===== src/hdl/ppio_map.svh =====
// register offsets, field positions, reset values and pin numbers for
// the parallel port; included by the detector, the top file and the bench
`ifndef PPIO_MAP_SVH
`define PPIO_MAP_SVH

// register byte offsets on the local register port
`define PPIO_ADDR_DATA    8'h00
`define PPIO_ADDR_DIR     8'h04
`define PPIO_ADDR_ICFG_LO 8'h08
`define PPIO_ADDR_ICFG_HI 8'h0C

// reset values
`define PPIO_RST_WORD     32'h0000_0000
`define PPIO_RST_HALF     16'h0000
`define PPIO_RST_BYTE     8'h00

// direction register layout
`define PPIO_DIR_WMASK    32'h7FFF_FFFF
`define PPIO_DIR_GRP_HI   16
`define PPIO_DIR_GRP_LO   17
`define PPIO_PER_LSB      18
`define PPIO_PER_MSB      22
`define PPIO_PEN_LSB      23
`define PPIO_PEN_MSB      30

// pulse unit timing
`define PPIO_PRESC_W      4
`define PPIO_CNT_ONE      8'h01

// shared pin positions
`define PPIO_PIN_TX1      15
`define PPIO_PIN_RX1      14
`define PPIO_PIN_RTS1     13
`define PPIO_PIN_CTS1     12
`define PPIO_PIN_TX2      11
`define PPIO_PIN_RX2      10
`define PPIO_PIN_RTS2     9
`define PPIO_PIN_CTS2     8
`define PPIO_PIN_BOOT     4
`define PPIO_PIN_SCLK     3
`define PPIO_PIN_PW_MSB   1
`define PPIO_PIN_PW_LSB   0

`endif


===== src/hdl/ppio_pkg.sv =====
// types shared by the parallel port and its interrupt detector
// assumes nothing of its surroundings
package ppio_pkg;

  // one interrupt configuration group, also a pulse duty value
  typedef struct packed {
    logic       en;
    logic       edge_sel;
    logic       pol;
    logic [4:0] sel;
  } ppio_icfg_s;

  // signals a serial unit hands to the shared pins
  typedef struct packed {
    logic tx_en;
    logic txd;
    logic flow_en;
    logic rts;
  } ppio_uart_s;

  // signals the shared pins hand back to a serial unit
  typedef struct packed {
    logic rxd;
    logic cts;
  } ppio_uart_rx_s;

  // state of one interrupt detector
  typedef struct packed {
    logic prev;
    logic irq;
  } ppio_irq_state_s;

endpackage


===== src/hdl/ppio_irq_unit.sv =====
// one port interrupt detector: selects a synchronised port bit and
// qualifies it by level or edge; expects inputs already synchronised
`timescale 1ns/10ps
`default_nettype none
`include "ppio_map.svh"

module ppio_irq_unit
  import ppio_pkg::*;
(
  input  wire logic        clk_sys_in,
  input  wire logic        resetn_in,
  input  wire ppio_icfg_s  cfg_in,
  input  wire logic        suppress_in,
  input  wire logic [31:0] pins_in,
  output logic             irq_out
);

  ppio_irq_state_s q;
  ppio_irq_state_s next_q;
  logic            cur;

  // pick the selected port bit
  assign cur = pins_in[cfg_in.sel];

  // detector: previous sample kept even while masked
  always_comb begin
    next_q      = q;
    next_q.prev = cur;
    if (!cfg_in.en || suppress_in) begin
      next_q.irq = 1'b0;
    end else if (cfg_in.edge_sel) begin
      // one-cycle pulse per qualifying edge
      next_q.irq = cfg_in.pol ? (cur & ~q.prev) : (~cur & q.prev);
    end else begin
      next_q.irq = (cur == cfg_in.pol);
    end
  end

  // state register
  always_ff @(posedge clk_sys_in) begin
    if (!resetn_in) begin
      q <= '0;
    end else begin
      q <= next_q;
    end
  end

  assign irq_out = q.irq;

endmodule
`default_nettype wire


===== src/hdl/ppio_top.sv =====
// parallel port: 32 bits of general i/o, eight port interrupts and
// eight complementary pulse-width outputs on the dedicated pins
// assumes a single 20 MHz clock, synchronous active-low reset and a
// register master that never needs a wait state
//
// Notes on behaviour
// - low half on port pins, high half on data lines only if memory narrow
// - high half unusable whenever the sdram controller is on
// - low bits have own direction; high bits switch per byte
// - data read returns pin values; write drives bits set as outputs
// - low direction bit zero means input, one means output
// - direction bit 16 governs data 15:8, bit 17 governs data 7:0
// - reset clears every direction bit; all pins start as inputs
// - eight interrupt outputs for levels 4,5,6,7,10,12,13,15
// - config registers hold eight groups of enable, edge, polarity, selector
// - selector picks any one of the 32 port bits
// - polarity set means high or rising; clear means low or falling
// - edge bit set means edge triggered, else level sensitive
// - enable clear masks the interrupt; reset clears all enables
// - pulse enable n drives pins 2n and 2n+1
// - an enabled unit uses its config group as duty value
// - odd pin of each pair not taken by serial transmit or request is the inverse of the even pin
// - prescaled clock steps 8-bit counter with period four times field
// - interrupt suppressed while its pulse unit is enabled
// - period field resets to zero
// - pulse enables live in direction register bits 30 down to 23
// - serial transmit, request and receive signals share pins 8 to 15
// - pin 4 boot select, pin 3 serial clock, pins 1:0 boot width
// - external serial clock on pin 3 must stay below half clock rate
`timescale 1ns/10ps
`default_nettype none
`include "ppio_map.svh"

module ppio_top
  import ppio_pkg::*;
(
  input  wire logic          clk_sys_in,
  input  wire logic          resetn_in,
  // register port
  input  wire logic [7:0]    reg_addr_in,
  input  wire logic [31:0]   reg_wdata_in,
  input  wire logic          reg_write_in,
  input  wire logic          reg_read_in,
  output logic      [31:0]   reg_rdata_out,
  // memory controller state
  input  wire logic          mem_all_narrow_in,
  input  wire logic          sdram_enabled_in,
  // dedicated port pins
  input  wire logic [15:0]   port_pins_in,
  output logic      [15:0]   port_pins_out,
  output logic      [15:0]   port_pins_oe_out,
  // upper half on the memory data lines
  input  wire logic [15:0]   mem_data_in,
  output logic      [15:0]   mem_data_out,
  output logic      [15:0]   mem_data_oe_out,
  // shared serial functions
  input  wire ppio_uart_s    serial_one_in,
  input  wire ppio_uart_s    serial_two_in,
  output ppio_uart_rx_s      serial_one_out,
  output ppio_uart_rx_s      serial_two_out,
  // boot straps and alternative serial clock
  output logic               boot_select_out,
  output logic               ext_serial_clk_out,
  output logic      [1:0]    boot_width_out,
  // port interrupts, bit 0..7 = levels 4,5,6,7,10,12,13,15
  output logic      [7:0]    irq_out
);

  // state of the port apart from the interrupt detectors
  typedef struct packed {
    logic [31:0]               data_out;
    logic [31:0]               dir;
    logic [31:0]               cfg_lo;
    logic [31:0]               cfg_hi;
    logic [31:0]               sync1;
    logic [31:0]               sync2;
    logic [`PPIO_PRESC_W-1:0]  presc;
    logic [7:0]                cnt;
    logic [31:0]               rdata;
    logic [15:0]               pin_o;
    logic [15:0]               pin_oe;
    logic [15:0]               mem_o;
    logic [15:0]               mem_oe;
    ppio_uart_rx_s             ser1;
    ppio_uart_rx_s             ser2;
    logic                      boot;
    logic                      sclk;
    logic [1:0]                width;
  } ppio_state_s;

  ppio_state_s    q;
  ppio_state_s    next_q;
  ppio_icfg_s [7:0] grp;
  logic [7:0]     pen;
  logic [4:0]     per;
  logic [7:0]     limit;
  logic           tick;
  logic           hi_ok;
  logic [7:0]     pwm_even;
  logic [15:0]    gpio_o;
  logic [15:0]    gpio_oe;

  // configuration groups, lowest byte of the low register first
  assign grp = {q.cfg_hi, q.cfg_lo};
  assign pen = q.dir[`PPIO_PEN_MSB:`PPIO_PEN_LSB];
  assign per = q.dir[`PPIO_PER_MSB:`PPIO_PER_LSB];

  // counter period is four times the field
  assign limit = {1'b0, per, 2'b00};
  assign tick  = &q.presc;

  // upper half usable only with narrow memory and sdram off
  assign hi_ok = mem_all_narrow_in & ~sdram_enabled_in;

  // interrupt detectors, one per level
  genvar gi;
  generate
    for (gi = 0; gi < 8; gi = gi + 1) begin : g_irq
      ppio_irq_unit u_irq (
        .clk_sys_in  (clk_sys_in),
        .resetn_in   (resetn_in),
        .cfg_in      (grp[gi]),
        .suppress_in (pen[gi]),
        .pins_in     (q.sync2),
        .irq_out     (irq_out[gi])
      );
      // even pin high while the counter is below the duty value
      assign pwm_even[gi] = (q.cnt < grp[gi]);
    end
  endgenerate

  // pin output value and enable before the shared functions
  always_comb begin
    gpio_o  = q.data_out[15:0];
    gpio_oe = q.dir[15:0];
    for (int i = 0; i < 8; i++) begin
      if (pen[i]) begin
        gpio_o[2*i]     = pwm_even[i];
        gpio_o[2*i+1]   = ~pwm_even[i];
        gpio_oe[2*i]    = 1'b1;
        gpio_oe[2*i+1]  = 1'b1;
      end
    end
  end

  // next state
  always_comb begin
    next_q = q;

    // two-flop synchroniser for every port bit
    next_q.sync1 = {mem_data_in, port_pins_in};
    next_q.sync2 = q.sync1;

    // register writes
    if (reg_write_in) begin
      case (reg_addr_in)
        `PPIO_ADDR_DATA: begin
          next_q.data_out = reg_wdata_in;
        end
        `PPIO_ADDR_DIR: begin
          next_q.dir = reg_wdata_in & `PPIO_DIR_WMASK;
        end
        `PPIO_ADDR_ICFG_LO: begin
          next_q.cfg_lo = reg_wdata_in;
        end
        `PPIO_ADDR_ICFG_HI: begin
          next_q.cfg_hi = reg_wdata_in;
        end
        default: begin
          next_q.data_out = q.data_out;
        end
      endcase
    end

    // register reads, answered in the next cycle only
    next_q.rdata = `PPIO_RST_WORD;
    if (reg_read_in) begin
      case (reg_addr_in)
        `PPIO_ADDR_DATA: begin
          // upper half reads zero while it is not usable
          next_q.rdata = {hi_ok ? q.sync2[31:16] : `PPIO_RST_HALF,
                          q.sync2[15:0]};
        end
        `PPIO_ADDR_DIR: begin
          next_q.rdata = q.dir;
        end
        `PPIO_ADDR_ICFG_LO: begin
          next_q.rdata = q.cfg_lo;
        end
        `PPIO_ADDR_ICFG_HI: begin
          next_q.rdata = q.cfg_hi;
        end
        default: begin
          next_q.rdata = `PPIO_RST_WORD;
        end
      endcase
    end

    // prescaler and periodic counter
    next_q.presc = q.presc + 1'b1;
    if (per == 5'h00) begin
      next_q.cnt = `PPIO_RST_BYTE;
    end else if (tick) begin
      if (q.cnt >= limit - `PPIO_CNT_ONE) begin
        next_q.cnt = `PPIO_RST_BYTE;
      end else begin
        next_q.cnt = q.cnt + `PPIO_CNT_ONE;
      end
    end

    // dedicated pins with serial functions on top
    next_q.pin_o  = gpio_o;
    next_q.pin_oe = gpio_oe;
    if (serial_one_in.tx_en) begin
      next_q.pin_o[`PPIO_PIN_TX1]  = serial_one_in.txd;
      next_q.pin_oe[`PPIO_PIN_TX1] = 1'b1;
    end
    if (serial_one_in.flow_en) begin
      next_q.pin_o[`PPIO_PIN_RTS1]  = serial_one_in.rts;
      next_q.pin_oe[`PPIO_PIN_RTS1] = 1'b1;
    end
    if (serial_two_in.tx_en) begin
      next_q.pin_o[`PPIO_PIN_TX2]  = serial_two_in.txd;
      next_q.pin_oe[`PPIO_PIN_TX2] = 1'b1;
    end
    if (serial_two_in.flow_en) begin
      next_q.pin_o[`PPIO_PIN_RTS2]  = serial_two_in.rts;
      next_q.pin_oe[`PPIO_PIN_RTS2] = 1'b1;
    end

    // upper half on data lines, direction per byte group
    next_q.mem_o = q.data_out[31:16];
    next_q.mem_oe = {{8{q.dir[`PPIO_DIR_GRP_HI] & hi_ok}},
                     {8{q.dir[`PPIO_DIR_GRP_LO] & hi_ok}}};

    // serial inputs and straps from synchronised pins
    next_q.ser1.rxd = q.sync2[`PPIO_PIN_RX1];
    next_q.ser1.cts = q.sync2[`PPIO_PIN_CTS1];
    next_q.ser2.rxd = q.sync2[`PPIO_PIN_RX2];
    next_q.ser2.cts = q.sync2[`PPIO_PIN_CTS2];
    next_q.boot  = q.sync2[`PPIO_PIN_BOOT];
    // sampled clock is only faithful below half the system clock
    next_q.sclk  = q.sync2[`PPIO_PIN_SCLK];
    next_q.width = q.sync2[`PPIO_PIN_PW_MSB:`PPIO_PIN_PW_LSB];
  end

  // state register; reset clears directions, period and enables
  always_ff @(posedge clk_sys_in) begin
    if (!resetn_in) begin
      q          <= '0;
      q.dir      <= `PPIO_RST_WORD;
      q.cfg_lo   <= `PPIO_RST_WORD;
      q.cfg_hi   <= `PPIO_RST_WORD;
    end else begin
      q <= next_q;
    end
  end

  // outputs straight from the state register
  assign reg_rdata_out      = q.rdata;
  assign port_pins_out      = q.pin_o;
  assign port_pins_oe_out   = q.pin_oe;
  assign mem_data_out       = q.mem_o;
  assign mem_data_oe_out    = q.mem_oe;
  assign serial_one_out     = q.ser1;
  assign serial_two_out     = q.ser2;
  assign boot_select_out    = q.boot;
  assign ext_serial_clk_out = q.sclk;
  assign boot_width_out     = q.width;

endmodule
`default_nettype wire


===== config.mk =====
export PLATFORM = sky130hd
export DESIGN_NAME = ppio_top
export DESIGN_NICKNAME = d
export VERILOG_FILES = /design/src/hdl/ppio_pkg.sv /design/src/hdl/ppio_irq_unit.sv /design/src/hdl/ppio_top.sv
export VERILOG_INCLUDE_DIRS = /design/src /design/src/hdl
export SDC_FILE = /design/constraint.sdc
export NUM_CORES = 1
export LEC_CHECK = 0
export BUFFER_PORTS_ARGS = -buffer_cell sky130_fd_sc_hd__buf_2
export CELL_PAD_IN_SITES_DETAIL_PLACEMENT = 1
export CELL_PAD_IN_SITES_GLOBAL_PLACEMENT = 1
export CORE_ASPECT_RATIO = 1.5
export CORE_MARGIN = 2
export CORE_UTILIZATION = 48
export DETAILED_ROUTE_END_ITERATION = 8
export GPL_TIMING_DRIVEN = 0
export PLACE_DENSITY = 0.92
export SETUP_SLACK_MARGIN = 0.2
export SYNTH_ARGS = -nofsm -noshare
export SYNTH_HDL_FRONTEND = slang
export SYNTH_HIERARCHICAL = 1
export SYNTH_SLANG_ARGS = --single-unit

===== constraint.sdc =====
create_clock -name clk_sys_in -period 6.7 [get_ports clk_sys_in]
set_input_delay 0.67 -clock clk_sys_in [delete_from_list [all_inputs] [get_ports clk_sys_in]]
set_output_delay 0.67 -clock clk_sys_in [all_outputs]
set_load 0.01 [all_outputs]

==> impl_metrics.env <==
export IMPL_synthMuxAreaShare_pct=11.3
export IMPL_register_area_um2=6190
export IMPL_powerDensity_nw_per_um2=208
export IMPL_dieWidth_um=150
export IMPL_synth_adder_area_share_pct=5.27
export IMPL_cp_max_fo=26
export IMPL_crit_buf_inv=4
export IMPL_grt_util_all_layers_pct=33.4
export IMPL_endpoint_kind="flop"
export IMPL_synth_edf_count=0
export IMPL_fin_tns_setup_ps=0
export IMPL_hold_path_class="input pin to flop"
export IMPL_required_ps=7190
export IMPL_hpwl_mm=42.7
export IMPL_crit_family="buffers and inverters"
export IMPL_ys_seq_area_share_pct=40.1
export IMPL_netlist_area_leader_share_pct=40.1
export IMPL_fin_hold_ws_ps=300
export IMPL_globalplace_congestion=0.956
export IMPL_final_antenna_net_count=0
export IMPL_synth_nets=1837
export IMPL_ys_ff_latch=309
export IMPL_fin_crit_sh_pct=42.9
export IMPL_core_um2=31700
export IMPL_worst_pin_slew_ps=1070
export IMPL_rows=80
export IMPL_worst_ep_arrival_time_ps=3360
export IMPL_portBuffers=196
export IMPL_power_leakage_nw=6.99
export IMPL_cts_buffer_depth=3
export IMPL_slew_viol_final=0
export IMPL_first_iter_violations=1002
export IMPL_clock_latency_ps=580
export IMPL_ios=198
export IMPL_areaGrowthSynthToFinish_pct=15.5
export IMPL_synth_async_reset_ratio_pct=0
export IMPL_synth_simple_area_share_pct=19.1
export IMPL_cts_tree="done"
export IMPL_clk_pin_slew_ps=60
export IMPL_die_area_um2=33600
export IMPL_ys_top_cells_by_area="dfxtp_1 40%, mux2i_1 8.8%, o21ai_0 5.4%"
export IMPL_start_kind="input pin"
export IMPL_cpPeakStageDelay_ps=670
export IMPL_fin_crit_ps=2870
export IMPL_antennaDiodeCount=0
export IMPL_antenna_found_initial=0
export IMPL_fin_ws_ps=3830
export IMPL_nNetsFinal=2063
export IMPL_status="finished, final reports clean"
export IMPL_ctsRootBufferMaster="clkbuf_16"
export IMPL_multi_input_area_um2=7680
export IMPL_vias_per_cell=5.95
export IMPL_grt_pass1_wl_mm=85.3
export IMPL_syn_area_um2=15400
export IMPL_place_area_um2=16900
export IMPL_grt_ovfl_total=0
export IMPL_drt_wl_total_mm=56.5
export IMPL_ys_warn_count=6
export IMPL_htree_levels=1
export IMPL_critical_path_class="input pin to flop"
export IMPL_cts_setup_buffers=0
export IMPL_vias=13941
export IMPL_drv_cap=0
export IMPL_rsz0062_at_grt="no"
export IMPL_synth_top_family_by_area="simple AND/OR/NAND/NOR gates"
export IMPL_grt_pass1_vias=14481
export IMPL_layout_commonest_cell="dfxtp_1"
export IMPL_drive_gt1_share_pct=20.7
export IMPL_cts_sinks=309
export IMPL_ir_worst_vdd_mv=0.179
export IMPL_syn_avg_cell_area_um2=9.15
export IMPL_synth_xor_area_share_pct=0.625
export IMPL_synth_cell_types=49
export IMPL_cp_slowest_cell="clkbuf_1"
export IMPL_setup_viol=0
export IMPL_n_fill_cell=3729
export IMPL_path_common_cell="clkbuf_1"
export IMPL_ys_flop_type="dfxtp_1"
export IMPL_ctsResizeCount=0
export IMPL_synth_compound_area_share_pct=13.5
export IMPL_final_cell_area_um2=17800
export IMPL_hold_violations=0
export IMPL_post_drt_wl_per_cell_um=24.1
export IMPL_grt_max_degree=27
export IMPL_post_place_ws_ps=3400
export IMPL_crit_chain="buf_2 > clkbuf_1 > clkbuf_1 > clkbuf_1 > o21ai_0 > nor2_1"
export IMPL_start_util_pct=48.6
export IMPL_yosysTopAreaCell="dfxtp_1"
export IMPL_ctsHoldBuffers=0
export IMPL_max_freq_mhz=348
export IMPL_fin_skew_ps=15.8
export IMPL_syn_instance_count=1686
export IMPL_layout_common_cells="309 x dfxtp_1, 200 x buf_2, 166 x o21ai_0, 136 x mux2i_1, 135 x nand3_1"
export IMPL_final_core_util_pct=56.2
export IMPL_maxSlewHeadroom_pct=28.1
export IMPL_firstDrtPassIters=5
export IMPL_cts_inserted_buffers=28
export IMPL_die_height_um=224
export IMPL_drcViolationCount=0
## power by group
group          internal, mW  leakage (nW)  switching [mW]
Sequential             1.86          2.51          0.0454
Clock                 0.915         0.439           0.710
Combinational        0.0691          4.05           0.107
Total                  2.85          6.99           0.862
## stage by stage
step                instances  total power, mW
floorplan                1686             2.02
global placement         2292             2.11
detailed placement       2292             2.12
CTS                      2342             3.72
global route             2342             3.81
finish                   2342             3.71
## area by class of cell
class,instances,share of cell area (%)
Buffer,188,7.24
Multi-Input combinational cell,1117,43.1
Inverter,72,1.52
Sequential cell,309,34.7
Clock buffer,44,4.61
Tap cell,410,2.88
Timing Repair Buffer,196,5.50
Clock inverter,6,0.463
## registers in the layout, indices dropped and copies added, names as in the netlist, 2 cells and up
register,flops
q,70
grp,64
next_q,56
reg_rdata_out,32
mem_data_out,16
port_pins_oe_out,16
port_pins_out,16
g_irq.u_irq/irq_out,8
g_irq.u_irq/q,8
pen,8
limit,5
boot_width_out,2
mem_data_oe_out,2
serial_one_out,2
serial_two_out,2
## metal layers
metal | part of all wire (%) | wire (um) | GRT usage, %
met2 | 49 | 27600 | 57.8
met4 | 7.6 | 4290 | 22.9
met5 | 0 | 0 | 0
met1 | 38 | 21300 | 37.8
met3 | 5.8 | 3300 | 4.32
## kinds of logic after synthesis
group	count (synthesis)
AND/OR/NAND/NOR	553
adder cells (fa/ha/maj)	65
buffers and inverters	260
multiplexers	154
flip-flops	309
XOR/XNOR	11
AO/OA/AOI/OAI	334
## synthesized netlist by cell type (15+ instances only)
library cell	n
a211oi_1	18
a21oi_1	43
a22oi_1	47
and2_1	90
buf_4	104
clkbuf_1	51
dfxtp_1	309
ha_1	65
inv_1	72
mux2i_1	136
mux4_2	16
nand2_1	120
nand3_1	135
nand4b_1	24
nor2_1	60
nor2b_1	56
nor3_1	16
o21ai_0	166
o2bb2ai_1	15
## path summary, 6_finish.rpt
| kind | start | endpoint | slack, ps | cells past startpoint |
|---|---|---|---|---|
| worst min register to register | next_q[122] | q[122] | 440 | 1 |
| worst max register to register | q[105] | port_pins_out[4] | 3910 | 4 |
| worst min-delay path | port_pins_in[3] | next_q[119] | 300 | 2 |
| worst max-delay path | resetn_in | port_pins_out[1] | 3830 | 6 |
Note: power is estimated with default switching activity, not from simulation.
